$ cat src/pkg/spps_defs.vh
// offsets, field positions, reset values and command codes of the sdram core
`ifndef SPPS_DEFS_VH
`define SPPS_DEFS_VH

`define SPPS_MODE_ADDR   8'h00
`define SPPS_STATUS_ADDR 8'h04

`define SPPS_MODE_W      5
`define SPPS_MODE_RST    5'h00
`define SPPS_MODE_CL3    0
`define SPPS_MODE_BL_LSB 1
`define SPPS_MODE_BL_MSB 2
`define SPPS_MODE_WBM    3
`define SPPS_MODE_WR2    4

`define SPPS_CMD_ACT     3'h3
`define SPPS_CMD_RD      3'h5
`define SPPS_CMD_WR      3'h4
`define SPPS_CMD_PRE     3'h2
`define SPPS_CMD_REF     3'h1
`define SPPS_CMD_BST     3'h6
`define SPPS_CMD_NOP     3'h7

`define SPPS_TWR_ONE     2'h1
`define SPPS_TWR_TWO     2'h2
`define SPPS_INIT_REFS   2'h2

`endif

$ cat src/hw/spps_core.v
// sdram command core: precharge, power-down, clock suspend, apb mode regs
`timescale 1ns/100ps
`default_nettype none
`include "spps_defs.vh"
// Operation
// (RULE1) precharge closes one bank or all, chosen by the all-banks bit
// (RULE2) all-banks precharge ignores both bank-select inputs
// (RULE3) controller waits precharge time and activates before read or write
// (RULE4) cke low with nop and no access enters power-down
// (RULE5) idle banks mean precharge power-down, open rows mean active one
// (RULE6) power-down ignores all inputs but cke and does no refresh; code also needs a nop or deselect command to leave
// (RULE7) controller leaves power-down before the refresh period runs out
// (RULE8) cke high with nop leaves power-down on that edge
// (RULE9) cke low during a burst suspends the clock instead of powering down
// (RULE10) each edge with cke low skips the next internal edge
// (RULE11) suspended edges ignore inputs, keep outputs, freeze burst counters; code clears mem_wr_en on them
// (RULE12) cke high resumes internal clocking on the next edge
// (RULE13) write burst mode bit set makes every write a single column
// (RULE14) reads and normal writes follow the programmed burst length
// (RULE15) access to another bank during auto precharge access is accepted
// (RULE16) read cuts auto precharge read; old bank precharge starts at once
// (RULE17) write ends auto precharge read; old bank precharge starts at once
// (RULE18) controller raises byte mask two clocks before a write after read
// (RULE19) read ends auto precharge write; precharge after write recovery
// (RULE20) write ends auto precharge write; precharge after write recovery
// (RULE21) write recovery is one clock, or two when period is short
// (RULE22) controller pauses after power-up then gives two auto refreshes
// (RULE23) byte mask delays read output two clocks, write input zero
// (RULE24) per-bank idle or active state picks power-down kind, gates access
module spps_core (
   input  wire        pclk,
   input  wire        presetn,
   input  wire        psel,
   input  wire        penable,
   input  wire        pwrite,
   input  wire [7:0]  paddr,
   input  wire [31:0] pwdata,
   output reg  [31:0] prdata,
   output reg         pready,
   output reg         pslverr,
   input  wire        cke,
   input  wire        cs_n,
   input  wire        ras_n,
   input  wire        cas_n,
   input  wire        we_n,
   input  wire [10:0] addr,
   input  wire        bank_select_low,
   input  wire        bank_select_high,
   input  wire        dqm,
   input  wire [31:0] dq_in,
   output reg  [31:0] dq_out,
   output reg         dq_oe,
   input  wire [31:0] mem_rdata,
   output reg         mem_wr_en,
   output reg         mem_rd_en,
   output reg  [1:0]  mem_bank,
   output reg  [10:0] mem_row,
   output reg  [7:0]  mem_col,
   output reg  [31:0] mem_wdata
);

   localparam [1:0] PS_RUN    = 2'h0;
   localparam [1:0] PS_PRE_PD = 2'h1;
   localparam [1:0] PS_ACT_PD = 2'h2;
   localparam [1:0] PS_SUSP   = 2'h3;

   function [8:0] burst_len;
      input [1:0] code;
      begin
         case (code)
            2'h0:    burst_len = 9'h001;
            2'h1:    burst_len = 9'h002;
            2'h2:    burst_len = 9'h004;
            default: burst_len = 9'h008;
         endcase
      end
   endfunction

   function is_nop;
      input       cs;
      input [2:0] code;
      begin
         is_nop = cs | (code == `SPPS_CMD_NOP);
      end
   endfunction

   reg [`SPPS_MODE_W-1:0] mode;
   reg [1:0]              pwr_state;
   reg                    cke_prev;
   reg                    burst_active;
   reg                    burst_rd;
   reg                    burst_ap;
   reg [1:0]              burst_bank;
   reg [7:0]              burst_col;
   reg [8:0]              burst_left;
   reg [1:0]              ref_cnt;
   reg                    rd_v0;
   reg                    rd_v1;
   reg [31:0]             rd_d0;
   reg [31:0]             rd_d1;
   reg                    dqm_d0;
   reg                    dqm_d1;

   wire [3:0]  bank_open;
   wire [3:0]  rec_busy;
   wire [43:0] rows;

   wire [2:0] code     = {ras_n, cas_n, we_n};
   wire [1:0] cmd_bank = {bank_select_high, bank_select_low};
   wire       cmd_act  = ~cs_n & (code == `SPPS_CMD_ACT);
   wire       cmd_rd   = ~cs_n & (code == `SPPS_CMD_RD);
   wire       cmd_wr   = ~cs_n & (code == `SPPS_CMD_WR);
   wire       cmd_pre  = ~cs_n & (code == `SPPS_CMD_PRE);
   wire       cmd_ref  = ~cs_n & (code == `SPPS_CMD_REF);
   wire       cmd_bst  = ~cs_n & (code == `SPPS_CMD_BST);

   // internal edge is live only when cke was high one edge earlier
   wire run_edge = (pwr_state == PS_RUN) & cke_prev; // RULE10

   // accesses to a closed bank are dropped
   wire new_acc = run_edge & (cmd_rd | cmd_wr) & bank_open[cmd_bank]; // RULE24
   wire stop    = cmd_bst | (cmd_pre & (addr[10] | cmd_bank == burst_bank));
   wire acc_go  = new_acc | (run_edge & burst_active & ~stop);
   wire acc_rd  = new_acc ? cmd_rd : burst_rd;
   wire acc_ap  = new_acc ? addr[10] : burst_ap;
   wire [1:0] acc_bank = new_acc ? cmd_bank : burst_bank;
   wire [7:0] acc_col  = new_acc ? addr[7:0] : burst_col;
   wire [8:0] wr_len   = mode[`SPPS_MODE_WBM] ? 9'h001 : // RULE13
                         burst_len(mode[`SPPS_MODE_BL_MSB:`SPPS_MODE_BL_LSB]);
   wire [8:0] rd_len   = burst_len(mode[`SPPS_MODE_BL_MSB:`SPPS_MODE_BL_LSB]);
   wire [8:0] acc_left = new_acc ? (cmd_rd ? rd_len : wr_len) : // RULE14
                         burst_left;
   wire       acc_last = (acc_left == 9'h001);
   wire [1:0] twr      = mode[`SPPS_MODE_WR2] ? `SPPS_TWR_TWO : // RULE21
                         `SPPS_TWR_ONE;

   genvar b;
   generate
      for (b = 0; b < 4; b = b + 1) begin : g_bank
         reg        open_r;
         reg [10:0] row_r;
         reg [1:0]  rec_r;
         wire old_hit = burst_active & burst_ap & (burst_bank == b);
         // another bank's access while this one auto-precharges
         wire intr    = new_acc & old_hit & (cmd_bank != b); // RULE15
         wire end_hit = acc_go & acc_last & acc_ap & (acc_bank == b);
         wire rd_cls  = (intr & burst_rd) | (end_hit & acc_rd); // RULE16 RULE17
         wire rec_go  = (intr & ~burst_rd) | (end_hit & ~acc_rd); // RULE19 RULE20
         wire pre_cls = run_edge & cmd_pre &
                        (addr[10] | (cmd_bank == b)); // RULE1 RULE2
         wire rec_cls = run_edge & (rec_r == 2'h1);
         assign bank_open[b] = open_r;
         assign rec_busy[b]  = (rec_r != 2'h0);
         assign rows[b*11 +: 11] = row_r;
         always @(posedge pclk or negedge presetn) begin
            if (!presetn) begin
               open_r <= 1'b0;
               row_r  <= 11'h000;
               rec_r  <= 2'h0;
            end else begin
               if (run_edge & cmd_act & (cmd_bank == b)) begin // RULE24
                  open_r <= 1'b1;
                  row_r  <= addr;
               end else if (pre_cls | rd_cls | rec_cls) begin
                  open_r <= 1'b0;
               end
               // recovery counts internal edges, so suspend stretches it
               if (rec_go) begin
                  rec_r <= twr;
               end else if (pre_cls | rec_cls) begin
                  rec_r <= 2'h0;
               end else if (run_edge & rec_busy[b]) begin
                  rec_r <= rec_r - 2'h1;
               end
            end
         end
      end
   endgenerate

   always @(posedge pclk or negedge presetn) begin
      if (!presetn) begin
         pwr_state    <= PS_RUN;
         cke_prev     <= 1'b0;
         burst_active <= 1'b0;
         burst_rd     <= 1'b0;
         burst_ap     <= 1'b0;
         burst_bank   <= 2'h0;
         burst_col    <= 8'h00;
         burst_left   <= 9'h000;
         ref_cnt      <= 2'h0;
      end else begin
         case (pwr_state)
            PS_RUN: begin
               if (run_edge & ~cke) begin
                  // read data still in flight counts as an access
                  if (burst_active | new_acc | mem_rd_en |
                      rd_v0 | rd_v1) begin
                     pwr_state <= PS_SUSP; // RULE9
                  end else if (is_nop(cs_n, code)) begin // RULE4
                     pwr_state <= (bank_open == 4'h0) ? PS_PRE_PD : // RULE5
                                  PS_ACT_PD;
                  end
               end
               cke_prev <= cke;
            end
            PS_SUSP: begin
               // this edge is frozen; cke high lets the next one run
               if (cke) begin
                  pwr_state <= PS_RUN; // RULE12
               end
               cke_prev <= cke;
            end
            PS_PRE_PD, PS_ACT_PD: begin
               // only cke and a nop or deselect command are looked at while powered down
               if (cke & is_nop(cs_n, code)) begin // RULE8 RULE6
                  pwr_state <= PS_RUN;
                  cke_prev  <= 1'b1;
               end
            end
            default: begin
               pwr_state <= PS_RUN;
               cke_prev  <= 1'b0;
            end
         endcase
         if (acc_go) begin
            burst_active <= ~acc_last;
            burst_rd     <= acc_rd;
            burst_ap     <= acc_ap;
            burst_bank   <= acc_bank;
            burst_col    <= acc_col + 8'h01;
            burst_left   <= acc_left - 9'h001;
         end else if (run_edge & stop) begin
            burst_active <= 1'b0;
         end
         if (run_edge & cmd_ref & (bank_open == 4'h0) &
             (ref_cnt != `SPPS_INIT_REFS)) begin // RULE22
            ref_cnt <= ref_cnt + 2'h1;
         end
      end
   end

   // memory strobes and read pipeline; held on suspended edges, except mem_wr_en, which clears
   always @(posedge pclk or negedge presetn) begin
      if (!presetn) begin
         mem_wr_en <= 1'b0;
         mem_rd_en <= 1'b0;
         mem_bank  <= 2'h0;
         mem_row   <= 11'h000;
         mem_col   <= 8'h00;
         mem_wdata <= 32'h00000000;
         rd_v0     <= 1'b0;
         rd_v1     <= 1'b0;
         rd_d0     <= 32'h00000000;
         rd_d1     <= 32'h00000000;
         dqm_d0    <= 1'b0;
         dqm_d1    <= 1'b0;
         dq_out    <= 32'h00000000;
         dq_oe     <= 1'b0;
      end else if (run_edge) begin
         mem_rd_en <= acc_go & acc_rd;
         // write mask acts on the same edge as the data
         mem_wr_en <= acc_go & ~acc_rd & ~dqm; // RULE23
         if (acc_go) begin
            mem_bank  <= acc_bank;
            mem_row   <= rows[acc_bank*11 +: 11];
            mem_col   <= acc_col;
            mem_wdata <= dq_in;
         end
         // a registered write drops reads still in flight
         rd_v0  <= mem_rd_en & ~(new_acc & cmd_wr); // RULE17
         rd_v1  <= rd_v0 & ~(new_acc & cmd_wr);
         rd_d0  <= mem_rdata;
         rd_d1  <= rd_d0;
         dqm_d0 <= dqm;
         dqm_d1 <= dqm_d0;
         dq_out <= mode[`SPPS_MODE_CL3] ? rd_d1 : rd_d0;
         dq_oe  <= (mode[`SPPS_MODE_CL3] ? rd_v1 : rd_v0) & ~dqm_d1 &
                   ~(new_acc & cmd_wr); // RULE23
      end else begin
         mem_wr_en <= 1'b0; // RULE11
         // suspended edges keep driving; only power-down drops the bus
         if ((pwr_state == PS_PRE_PD) | (pwr_state == PS_ACT_PD)) begin
            dq_oe <= 1'b0; // RULE6
         end
      end
   end

   // apb: zero wait states, read data captured in the setup cycle
   always @(posedge pclk or negedge presetn) begin
      if (!presetn) begin
         mode    <= `SPPS_MODE_RST;
         prdata  <= 32'h00000000;
         pready  <= 1'b0;
         pslverr <= 1'b0;
      end else begin
         pready <= 1'b1;
         if (psel & ~penable) begin
            pslverr <= (paddr != `SPPS_MODE_ADDR) &
                       (paddr != `SPPS_STATUS_ADDR);
            if (paddr == `SPPS_MODE_ADDR) begin
               prdata <= {27'h0000000, mode};
            end else if (paddr == `SPPS_STATUS_ADDR) begin
               prdata <= {20'h00000, rec_busy,
                          (ref_cnt == `SPPS_INIT_REFS), burst_active,
                          pwr_state, bank_open};
            end else begin
               prdata <= 32'h00000000;
            end
         end
         if (psel & penable & pwrite & (paddr == `SPPS_MODE_ADDR)) begin
            mode <= pwdata[`SPPS_MODE_W-1:0];
         end
      end
   end

endmodule
`default_nettype wire

$ cat config.mk
export PLATFORM = sky130hd
export DESIGN_NAME = spps_core
export DESIGN_NICKNAME = d
export VERILOG_FILES = /design/src/hw/spps_core.v
export VERILOG_INCLUDE_DIRS = /design/src /design/src/pkg
export SDC_FILE = /design/constraint.sdc
export NUM_CORES = 1
export LEC_CHECK = 0
export CAP_MARGIN = 20
export CELL_PAD_IN_SITES_DETAIL_PLACEMENT = 0
export CELL_PAD_IN_SITES_GLOBAL_PLACEMENT = 2
export CORE_MARGIN = 2
export CORE_UTILIZATION = 40
export DETAILED_ROUTE_END_ITERATION = 12
export DONT_BUFFER_PORTS = 1
export HOLD_SLACK_MARGIN = 0.08
export MAX_ROUTING_LAYER = met4
export PLACE_DENSITY = 0.85
export RECOVER_POWER = 25
export SLEW_MARGIN = 5
export SYNTH_ARGS = -nofsm -noshare
export SYNTH_HDL_FRONTEND = slang
export SYNTH_SLANG_ARGS = --single-unit
$ cat constraint.sdc
create_clock -name pclk -period 3.3 [get_ports pclk]
set_input_delay 0.66 -clock pclk [delete_from_list [all_inputs] [get_ports pclk]]
set_output_delay 0.66 -clock pclk [all_outputs]
set_load 0.05 [all_outputs]
# == After elaboration in Yosys (flattened, before gate mapping) ==
# Cells that the tools add are included.
# W data, S select, Z words.
# classes
add_sub_neg,7
eq_ne,38
n_mul,1
bitwise_logic,128
magnitude_cmp,1
n_reduce_logical,27
muxes,49
n_shift,1
# ops
op,count
$and A1 B1 Y1,84
$shiftx A44 B7 Y11,1
$mux W2,20
$or A1 B1 Y1,34
$mux W32,1
$mux W9,3
$mux W12,2
$reduce_bool A2 Y1,11
$eq A2 B2 Y1 const B,10
$eq A2 B1 Y1 const B,9
$mux W1,18
$eq A3 B3 Y1 const B,4
$pmux W4 S3,1
$reduce_bool A3 Y1,4
$logic_not A2 Y1,5
$ne A2 B2 Y1 const B,5
$not A1 Y1,10
$eq A9 B1 Y1 const B,1
$sub A9 B1 Y9 const B,1
$add A8 B1 Y8 const B,1
$eq A8 B3 Y1 const B,1
$logic_not A8 Y1,1
$mux W8,1
$ne A8 B3 Y1 const B,1
17 further kinds,23
# word_totals
output_inout_bits,122
ff_bits,278

# == Logic depth before layout (Yosys ltp) ==
# logic_depth
word_depth,16
ltp_mapped,15
depth_no_buf,13

# == Worst setup path before layout ==
# OpenSTA, ideal clock, no wires.
# synth_path
path_kind,input -> register
start,in bank_select_high
end,reg g_bank[1].rec_r[0]
arrival_ns,2.934
cell_stages,11
n_path_buf,1
slack_ns,0.232
setup_ns,0.134
path_cell_list,mux2_2 o211ai_2 nor2_1 clkbuf_1 and4b_1 a21oi_1 ha_1 inv_1 a2111oi_4 a41oi_1 mux2i_1
# synth_via
elab_chain_len,13
elab_cells_between_ends,33
# synth_lines
item,line_no,text
"start, declared",spps_core.v:48,"input wire bank_select_high,"
"parallel branches: the longest is 13 deep, another holds $mux W9",--,
"end signal, assigned",spps_core.v:169,rec_r <= twr;
"end signal, assigned",spps_core.v:173,rec_r <= rec_r - 2'h1;
"end, declared",spps_core.v:142,reg [1:0] rec_r;
# Several ways; the timed one is not identified. The select of a mux whose other input is x is not followed.
# A chain may end at the register's enable or synchronous reset.

# == Worst setup path after layout ==
# layout_path
start,reg pwr_state[1]
end,reg g_bank[2].rec_r[1]
# layout_via
elab_chain_len,12
elab_cells_between_ends,30
# layout_lines
item,line_no,text
"start, declared",spps_core.v:88,reg [1:0] pwr_state;
"start signal, assigned",spps_core.v:200,pwr_state <= (bank_open == 4'h0) ? PS_PRE_PD :
$logic_not A2 Y1 (*),--,
$and A1 B1 Y1 (*),spps_core.v:118,wire run_edge = (pwr_state == PS_RUN) & cke_prev;
$and A1 B1 Y1 (2 in a row),spps_core.v:121,wire new_acc = run_edge & (cmd_rd | cmd_wr) & bank_open[cmd_bank];
$mux W9,spps_core.v:131,wire [8:0] acc_left = new_acc ? (cmd_rd ? rd_len : wr_len) :
$eq A9 B1 Y1,spps_core.v:133,wire acc_last = (acc_left == 9'h001);
$and A1 B1 Y1 (3 in a row),spps_core.v:146,wire end_hit = acc_go & acc_last & acc_ap & (acc_bank == b);
$and A1 B1 Y1,spps_core.v:148,wire rec_go = (intr & ~burst_rd) | (end_hit & ~acc_rd);
$or A1 B1 Y1,spps_core.v:148,
$reduce_bool A3 Y1 (no source line) / $mux W2 (equally long branches),--,
"end signal, assigned",spps_core.v:169,
"end signal, assigned",spps_core.v:173,
"end, declared",spps_core.v:142,
# Every way passes the cells marked *; elsewhere a longest branch is shown, timed or not.

==> impl_metrics.tcl <==
set metrics [dict create \
    status "finished with violations" \
    violations "hold timing" \
    ys_warn_count 0 \
    skew_ps 8.63 \
    clock-root-buffer "clkbuf_16" \
    ir_drop_uv 542 \
    cts_tree "yes" \
    slew_viol_final 0 \
    cts_resized 0 \
    core_area_sq_um 29400 \
    layout_commonest_cell "nand2_1" \
    dieArea_sq_um 31000 \
    finalHoldViolCount 258 \
    synth-edff-count 0 \
    gp_routability_congestion 0.833 \
    p_leak_nw 6.16 \
    synth_cells 1136 \
    fin_crit_ps 3080 \
    whs_ps -183 \
    pin_count 250 \
    diodes 0 \
    cp-start-kind "flop" \
    synth_compound_gate_area_share_pct 8.99 \
    grt_first_pass_wirelength_mm 43.0 \
    crit_slowest_cell "a2111oi_4" \
    maxCapViolations 0 \
    portBuffers 0 \
    wirelength_mm 26.9 \
    multi_input_area_sq_um 4940 \
    crit_type "flop to flop" \
    worstSetupStartpoint "pwr_state[1]" \
    worstPathArrival_ps 3490 \
    via_per_inst 5.15 \
    clk_latency_ps 540 \
    synth_area_leaders "dfrtp_1 (54%), nand2_1 (9.1%), mux2_2 (8.5%)" \
    synth.area.mux_share_pct 13.6 \
    setup_viol 0 \
    final_cell_mix "nand2_1 (285), dfrtp_1 (257), mux2_2 (89), o21ai_0 (60), mux2i_1 (52)" \
    finalCritPeriodShare_pct 93.2 \
    grt_max_degree 259 \
    die_w_um 176 \
    vias 7920 \
    worst_setup_path_end_kind "flop" \
    avgSynthCellArea_sq_um 10.4 \
    crit_required_ps 3710 \
    syn_to_final_growth_pct 11.1 \
    hpwlAfterDp_mm 17.6 \
    slowest_delay_ps 560 \
    yosys.area_share.adder_pct 1.58 \
    post-route-util_pct 44.8 \
    synthesis.area_sq_um 11800 \
    cp_max_fo 8 \
    regArea_sq_um 6460 \
    synth_top_area_share_pct 54.5 \
    synthFlopType "dfrtp_1" \
    ys_types 64 \
    power_density_nw_per_um2 1030 \
    synth_top_area_cell "dfrtp_1" \
    synth_top_family_by_area "simple AND/OR/NAND/NOR gates" \
    start_util_pct 40.3 \
    max-clock-path-buffers 3 \
    antenna_found_initial 0 \
    synthSimpleGateAreaFrac_pct 15.0 \
    numCtsBuffers 30 \
    hp-class "input port to async pin" \
    tns_ps 0 \
    r2r_start "pwr_state[1]" \
    crit_chain "inv_1 > ha_1 > and2_2 > o211ai_2 > nor2_2 > o21a_1 > ha_1 > inv_1 > a2111oi_4 > a41oi_1 > mux2i_1" \
    tightest_slew_ps 785 \
    clk_transition_reported_paths_ps 60 \
    nets 1270 \
    cts_htree_levels 1 \
    grt_overflow 0 \
    finalNonFillerCells 1537 \
    drt-pass1-iter-count 4 \
    grt_pass1_vias 7966 \
    fill_cells 2801 \
    drt_iter0_drc 482 \
    route.detailed.drc 0 \
    cts_sinks 258 \
    seq_area_frac_synth_pct 54.5 \
    row_count 63 \
    layout-drive-gt1-share_pct 15.6 \
    grt_util_all_layers_pct 17.6 \
    synthArstFlopShare_pct 100 \
    die_h_um 176 \
    clock.fmax_mhz 325 \
    synth_xor_area_share_pct 1.77 \
    place_inst 1485 \
    wl_per_cell_um 17.5 \
    yosys_register_bits 258 \
    ant_nets 0 \
    rsz0062_at_grt "no" \
    slew_headroom_pct 47.7 \
]
-- area by class of cell --
cell class	instances	area share, %
inverters	37	1.05
flip-flops and latches	258	49.0
well taps	390	3.71
repair buffers	22	1.44
clock buffers	47	6.80
clock inverters	5	0.399
multi-input cells	778	37.5
-- flip-flops by register name (all words and copies together) (netlist names), 2 cells and up --
name / cells
mem_row: 11
g_bank.open_r: 4
burst_bank: 2
ref_cnt: 2
burst_left: 9
mode: 5
pwr_state: 2
rd_d1: 32
mem_wdata: 32
rd_d0: 32
prdata: 12
g_bank.row_r: 44
mem_bank: 2
burst_col: 8
g_bank.rec_r: 8
dq_out: 32
mem_col: 8
-- Yosys cell counts (11+ instances only) --
library cell	n
clkbuf_1	39
o221a_2	11
nand3_1	33
buf_1	14
mux2_2	89
o211ai_1	18
inv_1	36
buf_4	20
o21ai_0	60
dfrtp_1	258
nand2_1	286
mux2i_1	52
a21oi_1	18
xnor2_1	11
nor2_1	34
ha_1	15
xor2_1	13
-- critical path, delay by kind of cell (launching register included) --
| kind | cells | cell delay, ps |
|---|---|---|
| buffers and inverters | 2 | 220 |
| AO/OA/AOI/OAI | 4 | 1210 |
| flip-flops | 1 | 370 |
| AND/OR/NAND/NOR | 2 | 480 |
| multiplexers | 1 | 190 |
| adder cells (fa/ha/maj) | 2 | 480 |
-- final timing paths --
check                      depth (start not counted)                  to  slack, ps
max reg2reg                                       11  g_bank[2].rec_r[1]        220
max                                               11  g_bank[2].rec_r[1]        220
min reg2reg                                        2              dqm_d1        470
max in group asynchronous                          0              pready       2850
min in group pclk                                  1           mem_wr_en        180
min                                                0          mem_row[8]       -180
-- layer usage --
metal  GRT usage, %  vias up  routed length [um]
met5              -        -                   0
met4           4.48        0                 522
met3           4.37       39                1890
met2           27.5      206               12500
met1           23.2     3862               12000
li1               -     3813                   -
-- metrics by stage --
| stage | cell area [sq um] | hold slack, ps | total power (W) | worst slack, ps |
|---|---|---|---|---|
| after global routing | 13200 | -205 | 0.0144 | 28.8 |
| after global placement | 12200 | 371 | 0.0103 | 185 |
| after detailed placement | 12200 | 370 | 0.0105 | 180 |
| final | 13200 | -183 | 0.0135 | 223 |
| after CTS | 13200 | -212 | 0.0137 | 215 |
| after floorplan | 11900 | 364 | 0.00956 | 232 |
-- where the power goes --
part / internal (W) / leakage [nW] / switching (W)
combinational: 0.00145 / 2.44 / 0.00186
sequential: 0.00439 / 3.26 / 0.00266
clock: 0.00192 / 0.463 / 0.00126
total: 0.00776 / 6.16 / 0.00578
-- repair_timing --
item | CTS | global route
endpoints found under the setup margin | 0 | 0
setup buffers | 0 | 0
endpoints found under the hold margin | 258 | 258
-- cells by family (layout without fill, tap and decap cells) --
logic type      Yosys count  in the layout
compound gates          156            156
xor+xnor                 24             24
fa+ha+maj                15             15
buf+inv                 119            111
flops                   258            258
mux                     149            149
other cells               2             21
simple gates            413            413
Note: power is estimated with default switching activity, not from simulation.
